## src/burst_master_pkg.sv

```systemverilog
// Constants shared by the burst master that drives the bursting slave port.
// Assumes one application clock domain for master and slave port.
package burst_master_pkg;
  localparam int MAX_BURST_BYTES = 512;
  localparam int DATA_W_NARROW   = 64;
  localparam int DATA_W_WIDE     = 128;
  localparam int COUNT_W_NARROW  = 6;
  localparam int COUNT_W_WIDE    = 5;
  localparam int FIFO_DEPTH      = 8;
  localparam int ADDR_W          = 32;

  typedef enum logic [1:0] {
    ST_IDLE,
    ST_READ,
    ST_WAIT_DATA,
    ST_WRITE
  } burst_state_t;
endpackage : burst_master_pkg

```

## src/beat_stream_if.sv

```systemverilog
// Valid/ready word stream between the command logic and the write FIFO.
// Assumes both ends share the clock of the master.
`timescale 1ns/1ps
interface beat_stream_if #(
  parameter int WIDTH = 64
);
  logic             valid;
  logic             ready;
  logic [WIDTH-1:0] data;

  modport source (output valid, output data, input ready);
  modport sink   (input valid, input data, output ready);
endinterface : beat_stream_if

```

## src/word_fifo.sv

```systemverilog
// Synchronous FIFO with valid/ready on both sides.
// Assumes one clock; clock enable low freezes all state.
`timescale 1ns/1ps
module word_fifo #(
  parameter int WIDTH = 64,
  parameter int DEPTH = 8
) (
  input  wire logic i_clk,
  input  wire logic i_rstn,
  input  wire logic i_ce,
  beat_stream_if.sink   fill,
  beat_stream_if.source drain
);
  localparam int PW = $clog2(DEPTH);

  logic [WIDTH-1:0] mem [DEPTH];
  logic [PW-1:0]    wr_ptr;
  logic [PW-1:0]    rd_ptr;
  logic [PW:0]      count;
  logic             push;
  logic             pop;

  assign fill.ready  = (count != (PW+1)'(DEPTH));
  assign drain.valid = (count != '0);
  assign drain.data  = mem[rd_ptr];
  assign push        = i_ce && fill.valid && fill.ready;
  assign pop         = i_ce && drain.valid && drain.ready;

  function automatic logic [PW-1:0] bump(input logic [PW-1:0] p);
    bump = (p == PW'(DEPTH - 1)) ? '0 : p + 1'b1;
  endfunction : bump

  always_ff @(posedge i_clk) begin
    if (push) begin
      mem[wr_ptr] <= fill.data;
    end
  end

  always_ff @(posedge i_clk or negedge i_rstn) begin
    if (!i_rstn) begin
      wr_ptr <= '0;
      rd_ptr <= '0;
      count  <= '0;
    end else begin
      if (push) begin
        wr_ptr <= bump(wr_ptr);
      end
      if (pop) begin
        rd_ptr <= bump(rd_ptr);
      end
      if (push && !pop) begin
        count <= count + 1'b1;
      end else if (pop && !push) begin
        count <= count - 1'b1;
      end
    end
  end

  chk_fifo_no_overflow:
    assert property (@(posedge i_clk) disable iff (!i_rstn)
      count <= (PW+1)'(DEPTH))
    else $error("fifo count above depth");
endmodule : word_fifo

```

## src/burst_master.sv

```systemverilog
// Bursting master that drives the slave port of the PCIe request bridge.
// Assumes the bridge shares i_clk; translation and packets are its job.
// Functional notes
// - Burst carries at most 512 bytes.
// - Port select high with every request.
// - Read asserts request, address and count.
// - Write request held gapless over burst.
// - Whole write burst buffered before issue.
// - Data buses 64 or 128 bits.
// - Count in beats, 6 or 5 bits.
// - Middle beats use all-ones lane enables.
// - Lane enable one bit per byte.
// - Hold request and data during hold-off.
// - Reads no larger than 512 bytes.
`timescale 1ns/1ps
module burst_master
#(
  parameter int DATA_W  = burst_master_pkg::DATA_W_NARROW,
  parameter int ADDR_W  = burst_master_pkg::ADDR_W,
  parameter int DEPTH   = burst_master_pkg::FIFO_DEPTH,
  parameter int COUNT_W = (DATA_W == burst_master_pkg::DATA_W_NARROW)
                          ? burst_master_pkg::COUNT_W_NARROW
                          : burst_master_pkg::COUNT_W_WIDE,
  parameter int BE_W    = DATA_W / 8
) (
  input  wire logic               i_clk,
  input  wire logic               i_rstn,
  input  wire logic               i_ce,
  // User command side
  input  wire logic               i_cmd_valid,
  input  wire logic               i_cmd_write,
  input  wire logic [ADDR_W-1:0]  i_cmd_address,
  input  wire logic [COUNT_W-1:0] i_cmd_beats,
  input  wire logic [BE_W-1:0]    i_cmd_first_lanes,
  input  wire logic [BE_W-1:0]    i_cmd_last_lanes,
  output logic                    o_cmd_ready,
  output logic                    o_cmd_error,
  // User write data side
  input  wire logic               i_wr_valid,
  input  wire logic [DATA_W-1:0]  i_wr_data,
  output logic                    o_wr_ready,
  // User read data side
  output logic                    o_rd_valid,
  output logic [DATA_W-1:0]       o_rd_data,
  output logic                    o_rd_last,
  output logic                    o_busy,
  // Bridge slave port
  output logic                    o_port_select_in,
  output logic                    o_read_request_in,
  output logic                    o_write_request_in,
  output logic [DATA_W-1:0]       o_write_word_in,
  output logic [COUNT_W-1:0]      o_beat_count_in,
  output logic [ADDR_W-1:0]       o_request_address_in,
  output logic [BE_W-1:0]         o_lane_enable_in,
  input  wire logic               i_read_word_valid_out,
  input  wire logic [DATA_W-1:0]  i_read_word_out,
  input  wire logic               i_hold_off_out
);
  import burst_master_pkg::*;

  localparam int BEAT_BYTES = DATA_W / 8;
  localparam logic [BE_W-1:0] LANES_ALL = '1;

  burst_state_t     state;
  burst_state_t     next_state;
  logic [COUNT_W-1:0] beats_left;
  logic [COUNT_W-1:0] beats_total;
  logic [BE_W-1:0]    last_lanes;
  logic [COUNT_W:0]   buffered;
  logic               cmd_ok;
  logic               take_cmd;
  logic               beat_go;

  beat_stream_if #(.WIDTH(DATA_W)) wr_in  ();
  beat_stream_if #(.WIDTH(DATA_W)) wr_out ();

  // Count zero means the maximum, the same as a full bus wrap
  function automatic logic [COUNT_W:0] beats_of(input logic [COUNT_W-1:0] c);
    beats_of = (c == '0) ? {1'b1, {COUNT_W{1'b0}}} : {1'b0, c};
  endfunction : beats_of

  // Bursts over the byte limit are refused rather than split
  assign cmd_ok = (int'(beats_of(i_cmd_beats)) * BEAT_BYTES
                   <= MAX_BURST_BYTES);
  assign o_cmd_ready = (state == ST_IDLE) && i_ce
                       && (!i_cmd_write
                           || buffered >= beats_of(i_cmd_beats));
  assign take_cmd = i_cmd_valid && o_cmd_ready;
  assign o_busy   = (state != ST_IDLE);

  // Write data is staged so the burst never has to pause
  assign wr_in.valid = i_wr_valid;
  assign wr_in.data  = i_wr_data;
  assign o_wr_ready  = wr_in.ready;

  word_fifo #(
    .WIDTH (DATA_W),
    .DEPTH (DEPTH)
  ) u_fifo (
    .i_clk  (i_clk),
    .i_rstn (i_rstn),
    .i_ce   (i_ce),
    .fill   (wr_in),
    .drain  (wr_out)
  );

  // A beat moves only when the bridge is not holding off
  assign beat_go = (state == ST_WRITE) && !i_hold_off_out;
  assign wr_out.ready = beat_go && i_ce;

  always_ff @(posedge i_clk or negedge i_rstn) begin
    if (!i_rstn) begin
      buffered <= '0;
    end else if (i_ce) begin
      if ((wr_in.valid && wr_in.ready)
          && !(wr_out.valid && wr_out.ready)) begin
        buffered <= buffered + 1'b1;
      end else if (!(wr_in.valid && wr_in.ready) && wr_out.ready
                   && wr_out.valid) begin
        buffered <= buffered - 1'b1;
      end
    end
  end

  always_comb begin
    next_state = state;
    unique case (state)
      ST_IDLE: begin
        if (take_cmd && cmd_ok) begin
          next_state = i_cmd_write ? ST_WRITE : ST_READ;
        end
      end
      ST_READ: begin
        if (!i_hold_off_out) begin
          next_state = ST_WAIT_DATA;
        end
      end
      ST_WAIT_DATA: begin
        if (i_read_word_valid_out && beats_left == COUNT_W'(1)) begin
          next_state = ST_IDLE;
        end
      end
      ST_WRITE: begin
        if (beat_go && beats_left == COUNT_W'(1)) begin
          next_state = ST_IDLE;
        end
      end
    endcase
  end

  always_ff @(posedge i_clk or negedge i_rstn) begin
    if (!i_rstn) begin
      state <= ST_IDLE;
    end else if (i_ce) begin
      state <= next_state;
    end
  end

  // Request fields; held stable through hold-off
  always_ff @(posedge i_clk or negedge i_rstn) begin
    if (!i_rstn) begin
      o_request_address_in <= '0;
      o_beat_count_in      <= '0;
      beats_total          <= '0;
      last_lanes           <= '0;
      o_cmd_error          <= 1'b0;
    end else if (i_ce) begin
      o_cmd_error <= take_cmd && !cmd_ok;
      if (take_cmd && cmd_ok) begin
        o_request_address_in <= i_cmd_address;
        o_beat_count_in      <= i_cmd_beats;
        beats_total          <= i_cmd_beats;
        last_lanes           <= i_cmd_last_lanes;
      end
    end
  end

  always_ff @(posedge i_clk or negedge i_rstn) begin
    if (!i_rstn) begin
      beats_left <= '0;
    end else if (i_ce) begin
      if (take_cmd && cmd_ok) begin
        beats_left <= i_cmd_beats;
      end else if (beat_go
                   || (state == ST_WAIT_DATA && i_read_word_valid_out)) begin
        beats_left <= beats_left - 1'b1;
      end
    end
  end

  // Lane enables: partial only on first and last beats
  always_ff @(posedge i_clk or negedge i_rstn) begin
    if (!i_rstn) begin
      o_lane_enable_in <= '0;
    end else if (i_ce) begin
      if (take_cmd && cmd_ok) begin
        o_lane_enable_in <= !i_cmd_write ? LANES_ALL
                          : (i_cmd_beats == COUNT_W'(1)) ? i_cmd_first_lanes
                          & i_cmd_last_lanes : i_cmd_first_lanes;
      end else if (beat_go) begin
        o_lane_enable_in <= (beats_left == COUNT_W'(2)) ? last_lanes
                          : LANES_ALL;
      end
    end
  end

  assign o_port_select_in   = (state == ST_READ)
                              || (state == ST_WRITE);
  assign o_read_request_in  = (state == ST_READ);
  assign o_write_request_in = (state == ST_WRITE);
  assign o_write_word_in    = wr_out.data;

  // Returned words are registered; count reaching one ends the read
  always_ff @(posedge i_clk or negedge i_rstn) begin
    if (!i_rstn) begin
      o_rd_valid <= 1'b0;
      o_rd_data  <= '0;
      o_rd_last  <= 1'b0;
    end else if (i_ce) begin
      o_rd_valid <= (state == ST_WAIT_DATA)
                    && i_read_word_valid_out;
      o_rd_last  <= (state == ST_WAIT_DATA) && i_read_word_valid_out
                    && beats_left == COUNT_W'(1);
      if (i_read_word_valid_out) begin
        o_rd_data <= i_read_word_out;
      end
    end
  end

  chk_write_gapless:
    assert property (@(posedge i_clk) disable iff (!i_rstn)
      (o_write_request_in && i_ce)
      |-> wr_out.valid)
    else $error("write beat missing data");

  chk_hold_stable:
    assert property (@(posedge i_clk) disable iff (!i_rstn)
      (o_read_request_in && i_hold_off_out && i_ce)
      |=> o_read_request_in && $stable(o_request_address_in))
    else $error("read request changed during hold-off");

  chk_burst_size:
    assert property (@(posedge i_clk) disable iff (!i_rstn)
      o_port_select_in |-> int'(beats_of(o_beat_count_in)) * BEAT_BYTES
                           <= MAX_BURST_BYTES)
    else $error("burst above byte limit");

  chk_select_req:
    assert property (@(posedge i_clk) disable iff (!i_rstn)
      (o_read_request_in || o_write_request_in) |-> o_port_select_in)
    else $error("request without port select");

  chk_mid_lanes:
    assert property (@(posedge i_clk) disable iff (!i_rstn)
      (o_write_request_in && beats_left != beats_total
       && beats_left > COUNT_W'(1)) |-> o_lane_enable_in == LANES_ALL)
    else $error("middle beat lanes not all ones");

  chk_read_valid:
    assert property (@(posedge i_clk) disable iff (!i_rstn)
      (state == ST_WAIT_DATA && i_read_word_valid_out && i_ce)
      |=> o_rd_valid && o_rd_data == $past(i_read_word_out))
    else $error("read beat not forwarded");

  chk_read_end:
    assert property (@(posedge i_clk) disable iff (!i_rstn)
      (o_rd_last && i_ce) |-> state == ST_IDLE)
    else $error("read finished with beats left");

  chk_write_buffered:
    assert property (@(posedge i_clk) disable iff (!i_rstn)
      ($rose(o_write_request_in)) |-> buffered >= beats_of(beats_left))
    else $error("write issued before fully buffered");

  chk_write_hold:
    assert property (@(posedge i_clk) disable iff (!i_rstn)
      (o_write_request_in && i_hold_off_out && i_ce)
      |=> o_write_request_in && $stable(o_write_word_in)
          && $stable(o_lane_enable_in))
    else $error("write beat changed during hold-off");

  chk_write_last:
    assert property (@(posedge i_clk) disable iff (!i_rstn)
      (beat_go && i_ce && beats_left == COUNT_W'(1))
      |=> !o_write_request_in)
    else $error("write request beyond last beat");

  chk_error_quiet:
    assert property (@(posedge i_clk) disable iff (!i_rstn)
      o_cmd_error |-> !o_port_select_in)
    else $error("refused burst reached the port");

  chk_read_lanes:
    assert property (@(posedge i_clk) disable iff (!i_rstn)
      o_read_request_in |-> o_lane_enable_in == LANES_ALL)
    else $error("read request lanes not all ones");

  chk_count_held:
    assert property (@(posedge i_clk) disable iff (!i_rstn)
      (o_port_select_in && i_ce)
      |=> !o_port_select_in || $stable(o_beat_count_in))
    else $error("beat count changed during request");
endmodule : burst_master

```

## config.mk

```make
export PLATFORM = sky130hd
export DESIGN_NAME = burst_master
export DESIGN_NICKNAME = d
export VERILOG_FILES = /design/src/burst_master_pkg.sv /design/src/beat_stream_if.sv /design/src/word_fifo.sv /design/src/burst_master.sv
export SDC_FILE = /design/constraint.sdc
export NUM_CORES = 1
export LEC_CHECK = 0
export BUFFER_PORTS_ARGS = -buffer_cell sky130_fd_sc_hd__buf_4
export CAP_MARGIN = 20
export CORE_ASPECT_RATIO = 1.4
export CORE_MARGIN = 5
export CORE_UTILIZATION = 26
export CTS_BUF_LIST = sky130_fd_sc_hd__clkbuf_4
export DETAILED_ROUTE_END_ITERATION = 6
export GPL_ROUTABILITY_DRIVEN = 0
export PLACE_DENSITY = 0.49
export SLEW_MARGIN = 40
export SYNTH_ARGS = -nofsm -noshare
export SYNTH_HDL_FRONTEND = slang
export SYNTH_SLANG_ARGS = --single-unit
```

## constraint.sdc

```tcl
create_clock -name i_clk -period 10.1 [get_ports i_clk]
set_input_delay 0 -clock i_clk [delete_from_list [all_inputs] [get_ports i_clk]]
set_output_delay 0 -clock i_clk [all_outputs]
set_load 0.02 [all_outputs]
```

Word level (Yosys, flattened, before mapping)
Memory sizes are Yosys's and may differ from the RTL's.
Cells that the tools add are included.
Widths: inputs -> output; s select.

word-level totals
  flip-flop bits (word level) = 146
  RAM bits = 512
  logic and storage cells = 106
  memories kept = 1

memory list
  memory      depth  width  rd ports  clocked after Yosys merged registers in  wr ports  RTL line         source
  u_fifo.mem  8      64     1         0                                        1         word_fifo.sv:16  logic [WIDTH-1:0] mem [DEPTH];

cells by class
  add/sub/neg operators = 7
  magnitude comparators = 2
  eq/ne operators = 13
  multiplexer cells = 22
  bitwise logic cells = 1
  reduce and logical (&&, ||, !) cells = 46

operators by type and width
  kind                  number
  $mux 8                5
  $logic_and 1x1->1     22
  $mux 7                3
  $eq 6x1->1 const B    2
  $mux 6                2
  $le 10x10->1 const B  1
  $mux 2                5
  $reduce_and 2->1      5
  $reduce_bool 2->1     5
  $and 8x8->8           1
  $mux 4                2
  $pmux 2 s4            1
  $add 7x1->7 const B   1
  $ge 7x7->1            1
  $logic_not 1->1       7
  $sub 7x1->7 const B   1
  $add 3x1->3 const B   2
  $eq 3x3->1 const B    2
  $eq 6x2->1 const B    1
  $logic_not 6->1       1
  $mux 3                2
  $sub 6x1->6 const B   1
  $reduce_and 5->1      1
  $add 4x1->4 const B   1
  other kinds (10)      16

Depth between registers and ports, before layout
  depth after elaboration = 9
  mapped depth = 12
  gate-level depth less buffers = 12

Modules after synthesis
Synthesis repeated with hierarchy kept, for this count alone.

second synthesis, totals
  cell total of the unflattened synthesis = 1220
  area total of the unflattened synthesis = 25998.7 um^2

modules (own cells, without submodules)
  module        times used  cells an instance  area each (um^2)  seq. area each (um^2)
  word_fifo     1           807                19887.8           15625.0
  burst_master  1           413                6110.9            3403.3

Worst setup path after synthesis
OpenSTA, ideal clock, no wires.

  path type = register -> register
  start point = register u_fifo.count[0]
  end point = memory u_fifo.mem[0][0], enable pin
  data arrival time = 7.099 ns
  data required time = 9.455 ns
  setup slack = 2.356 ns
  stages on the path, launching flop included = 5
  buffers on the path = 0
  cells stage by stage = dfrtp_1 > nor3_1 > nand2_1 > nand3_1 > nor4_1

between the ends
  cells in the longest elaborated chain, start to end = 4

ends and longest elaborated chain
  element                       RTL line            source
  from (decl)                   word_fifo.sv:19     logic [PW:0] count;
  from (signal assigned)        word_fifo.sv:52     count <= count + 1'b1;
  from (signal assigned)        word_fifo.sv:54     count <= count - 1'b1;
  $ne 4x4->1                    word_fifo.sv:23     assign fill.ready = (count != (PW+1)'(DEPTH));
  via o_wr_ready                burst_master.sv:41  output logic o_wr_ready,
  $logic_and 1x1->1             word_fifo.sv:26     assign push = i_ce && fill.valid && fill.ready;
  $mux 1                        word_fifo.sv:34     if (push) begin
  $mux 1 (implied by the code)  word_fifo.sv:35     mem[wr_ptr] <= fill.data;
  to (decl)                     word_fifo.sv:16

The timed path passes the listed nets, and every way through them passes these cells.

Worst setup path in the final report
  start point = register u_fifo.rd_ptr[0]
  end point = output o_write_word_in[15]

between the ends
  cells in the longest elaborated chain, start to end = 1

ends and longest elaborated chain
  element                 RTL line            source
  from (decl)             word_fifo.sv:18     logic [PW-1:0] rd_ptr;
  from (signal assigned)  word_fifo.sv:49     rd_ptr <= bump(rd_ptr);
  $mem_v2 8x64            -
  to (decl)               burst_master.sv:51  output logic [DATA_W-1:0] o_write_word_in,

Every way passes these cells.

==> results.md <==
- Final Cycle Share: 0.3513
- Final setup margin: 6552 ps
- Warnings from Yosys: 0
- Crit path required time: 10100 ps
- Total power draw: 8.868 mW
- Antenna violations before repair: 5
- Aggregate global-route resource usage: 0.1357
- Post-Syn Area per Cell: 20.75 µm²
- Pin count of the biggest net entering global routing: 84
- P_leak: 13.59 nW
- Syn_nets: 1454
- CTS buffer count: 170
- DRT antenna net count: 0
- Area Growth Syn to Fin: 43.55%
- IO Pins: 373
- Max Root-Sink Buffers: 3
- Reg clk slew, reported paths: 60 ps
- Clk sinks: 658
- Crit path kind: reg2out
- CP top delay family: buffers and inverters
- Slew Limit Fails: 0
- Cell count after synthesis: 1240
- Final hold violation count: 0
- Fill count: 9164
- Final worst path period need: 3548 ps
- PortBufs: 372
- Crit-path max FO: 44
- Cell at the slowest stage of the critical path: dfrtp_4
- Die area: 105400 µm²
- Sequential cell area: 19040 µm²
- DIE WIDTH: 275.9 µm
- Drt wl/cell: 19.49 µm
- Hold/Removal Path Class: in2reg
- Final Setup Violations: 0
- Cell variety after synth: 54
- Flops & latches, synth: 658
- Max Freq: 281.9 MHz
- Initial DRC Count: 774
- Die height: 382.2 µm
- Pre-Repair DR Iteration Count: 5
- Clk Latency, worst-skew pair: 1050 ps
- Core Area: 98180 µm²
- Arrival @ worst endpoint: 3550 ps
- Layout cells sized above 1: 0.4272
- Root buf cell: clkbuf_4
- Worst Setup End Kind: output pin
- R2R Setup Slk: 6780 ps
- CTS tree: built
- Outcome: finished clean
- Post-synth top flop: edfxtp_1
- PD cells: 240.1 nW/µm²
- Setup WS pre-CTS: 6632 ps
- Vias: 15720
- Multi-input logic area: 6406 µm²
- Ys async rst share: 0.2219
- DP Cell Count: 2890
- Synthesized area: 25730 µm²
- Worst-margin pin slew: 786.8 ps
- Max-Cap Viols: 0
- Vias in the first global route: 18110
- Number of remaining DRC errors: 0
- First-pass GRT wire length: 108300 µm
- Clock skew: 59.27 ps
- Worst Path Buf+Inv: 3
- Starting Density: 0.2620
- Setup TNS: 0 ps
- Via/cell ratio: 4.318
- Relative slew margins: 0.4755
- Hpwl dp: 41000 µm
- CTS H-tree lvls: 4
- Critical path, cell by cell: buf_12 > buf_6 > mux4_2 > mux2_2 > buf_4
- Number of synthesized flops with an enable pin: 512
- Gr ovfl total: 0
- Slowest stage delay, CP: 640 ps
- RSZ-0062 raised after global routing: false
- Cts repair resizes: 0
- Total wire length: 70980 µm
- Fin nets: 2414
- Maximum VDD drop: 0.0001484 V
- Final Non-Filler Cells: 3641
- Startpoint Class: flop
- Seq/Total Area, Yosys: 0.7397
- Rows: 136
[power breakdown]
group,internal [mW],total [mW],switching [mW]
clock,1.19,2.29,1.11
combinational,1.51,3.05,1.54
sequential,3.29,3.53,0.237
total,5.99,8.87,2.88
[through the flow]
stage	instance area [µm²]	hold slack (ps)	util
after floorplan	25730	-295.6	-
after global placement	30120	116.1	0.3068
after detailed placement	30240	128.2	0.3080
after CTS	36900	4.629	0.3758
after global routing	36930	44.37	0.3761
final	36930	170.2	0.3761
[cell families (layout without fill, tap and decap cells)]
group | count (synthesis) | count (layout) | synth area share
muxes | 312 | 312 | 0.1924
xor gates and xnor gates | 15 | 15 | 0.005107
adders and majority gates | 24 | 24 | 0.01226
other | 0 | 10 | 0
AOI/OAI and AO/OA | 74 | 74 | 0.02052
DFF | 658 | 658 | 0.7397
buffers and inverters | 79 | 1159 | 0.01362
and+or+nand+nor | 78 | 78 | 0.01649
[cell usage after synthesis (2+ instances only)]
master,n,share of area
ha_1,22,0.011
xor2_1,5,0.0017
mux2i_1,5,0.0019
a211oi_1,9,0.0026
mux2_2,175,0.077
and3_1,8,0.0019
a31oi_1,2,0.00049
nor4_1,2,0.00049
or3_1,2,0.00049
buf_4,7,0.0020
edfxtp_1,512,0.60
xnor2_1,10,0.0034
nand2b_1,5,0.0012
nor2_1,9,0.0013
a21oi_1,11,0.0021
nand3_1,8,0.0016
clkbuf_1,26,0.0038
nor3_1,8,0.0016
buf_1,6,0.00088
o41ai_1,8,0.0027
mux2_1,4,0.0018
o31ai_1,7,0.0020
o211a_1,2,0.00078
nand2_1,18,0.0026
and2_1,4,0.00097
a21o_1,6,0.0018
mux4_2,128,0.11
dfrtp_1,146,0.14
inv_1,18,0.0026
buf_2,22,0.0043
o21ai_0,17,0.0033
fa_1,2,0.0016
nor2b_1,5,0.0012
[layout by cell type (no fill, tap or decap), types with 4 or more instances in the layout]
cell,Yosys,layout
edfxtp_1,512,512
dlygate4sd3_1,0,448
buf_4,7,389
clkbuf_4,0,242
mux2_2,175,175
dfrtp_1,146,143
mux4_2,128,128
clkinv_1,0,25
ha_1,22,22
inv_1,18,18
nand2_1,18,17
o21ai_0,17,17
a21oi_1,11,11
diode_2,0,10
xnor2_1,10,10
a211oi_1,9,9
clkinv_2,0,9
nand3_1,8,8
and3_1,8,8
o41ai_1,8,8
o31ai_1,7,7
buf_6,0,7
nor2_1,9,6
a21o_1,6,6
nor2b_1,5,5
nand2b_1,5,5
xor2_1,5,5
mux2i_1,5,5
nor3_1,8,4
mux2_1,4,4
inv_6,0,4
[routing by layer]
layer | global-route usage | share of wire
met5 | 0 | 0.00018
met4 | 0.04700 | 0.028
met2 | 0.2413 | 0.53
met3 | 0.05072 | 0.070
met1 | 0.1481 | 0.37
[state kept, by name (all words and copies together) (netlist names), 3 cells and up]
register / count
u_fifo.mem: 512
o_rd_data: 64
o_request_address_in: 32
last_lanes: 8
o_lane_enable_in: 8
buffered: 7
beats_left: 6
o_beat_count_in: 6
u_fifo.count: 4
u_fifo.rd_ptr: 3
u_fifo.wr_ptr: 3
[worst paths after layout]
path / from / cells past startpoint / to
min reg2reg: o_request_address_in[6] / 1 / o_request_address_in[6]
min in group asynchronous: i_rstn / 5 / o_rd_data[55]
max in group asynchronous: i_rstn / 6 / o_rd_data[23]
max reg2reg: state[1] / 5 / o_beat_count_in[4]
min: i_wr_valid / 5 / buffered[6]
max: u_fifo.rd_ptr[0] / 5 / o_write_word_in[15]
[tightest hold or removal path: stages]
cell and delay, ps:
dlygate4sd3_1 570, buf_4 150, and4_1 190, mux2i_1 80, xnor2_1 130
[what timing repair did]
item                       in CTS  in global routing
setup endpoints to repair       0                  0
hold endpoints to repair      904                  0
buffers inserted                0                  0
hold buffers                  449                  0
[layout make-up]
type                    instances  share of cell area
diodes                         10           0.0006776
clock buffers                 242             0.04919
clock inverters                50            0.009114
inverters                      18            0.001830
multi-input cells             503              0.1735
flip-flops and latches        658              0.5156
well taps                    1311             0.04442
repair buffers                849              0.2058
No activity file was read; power rests on OpenSTA's default activity.
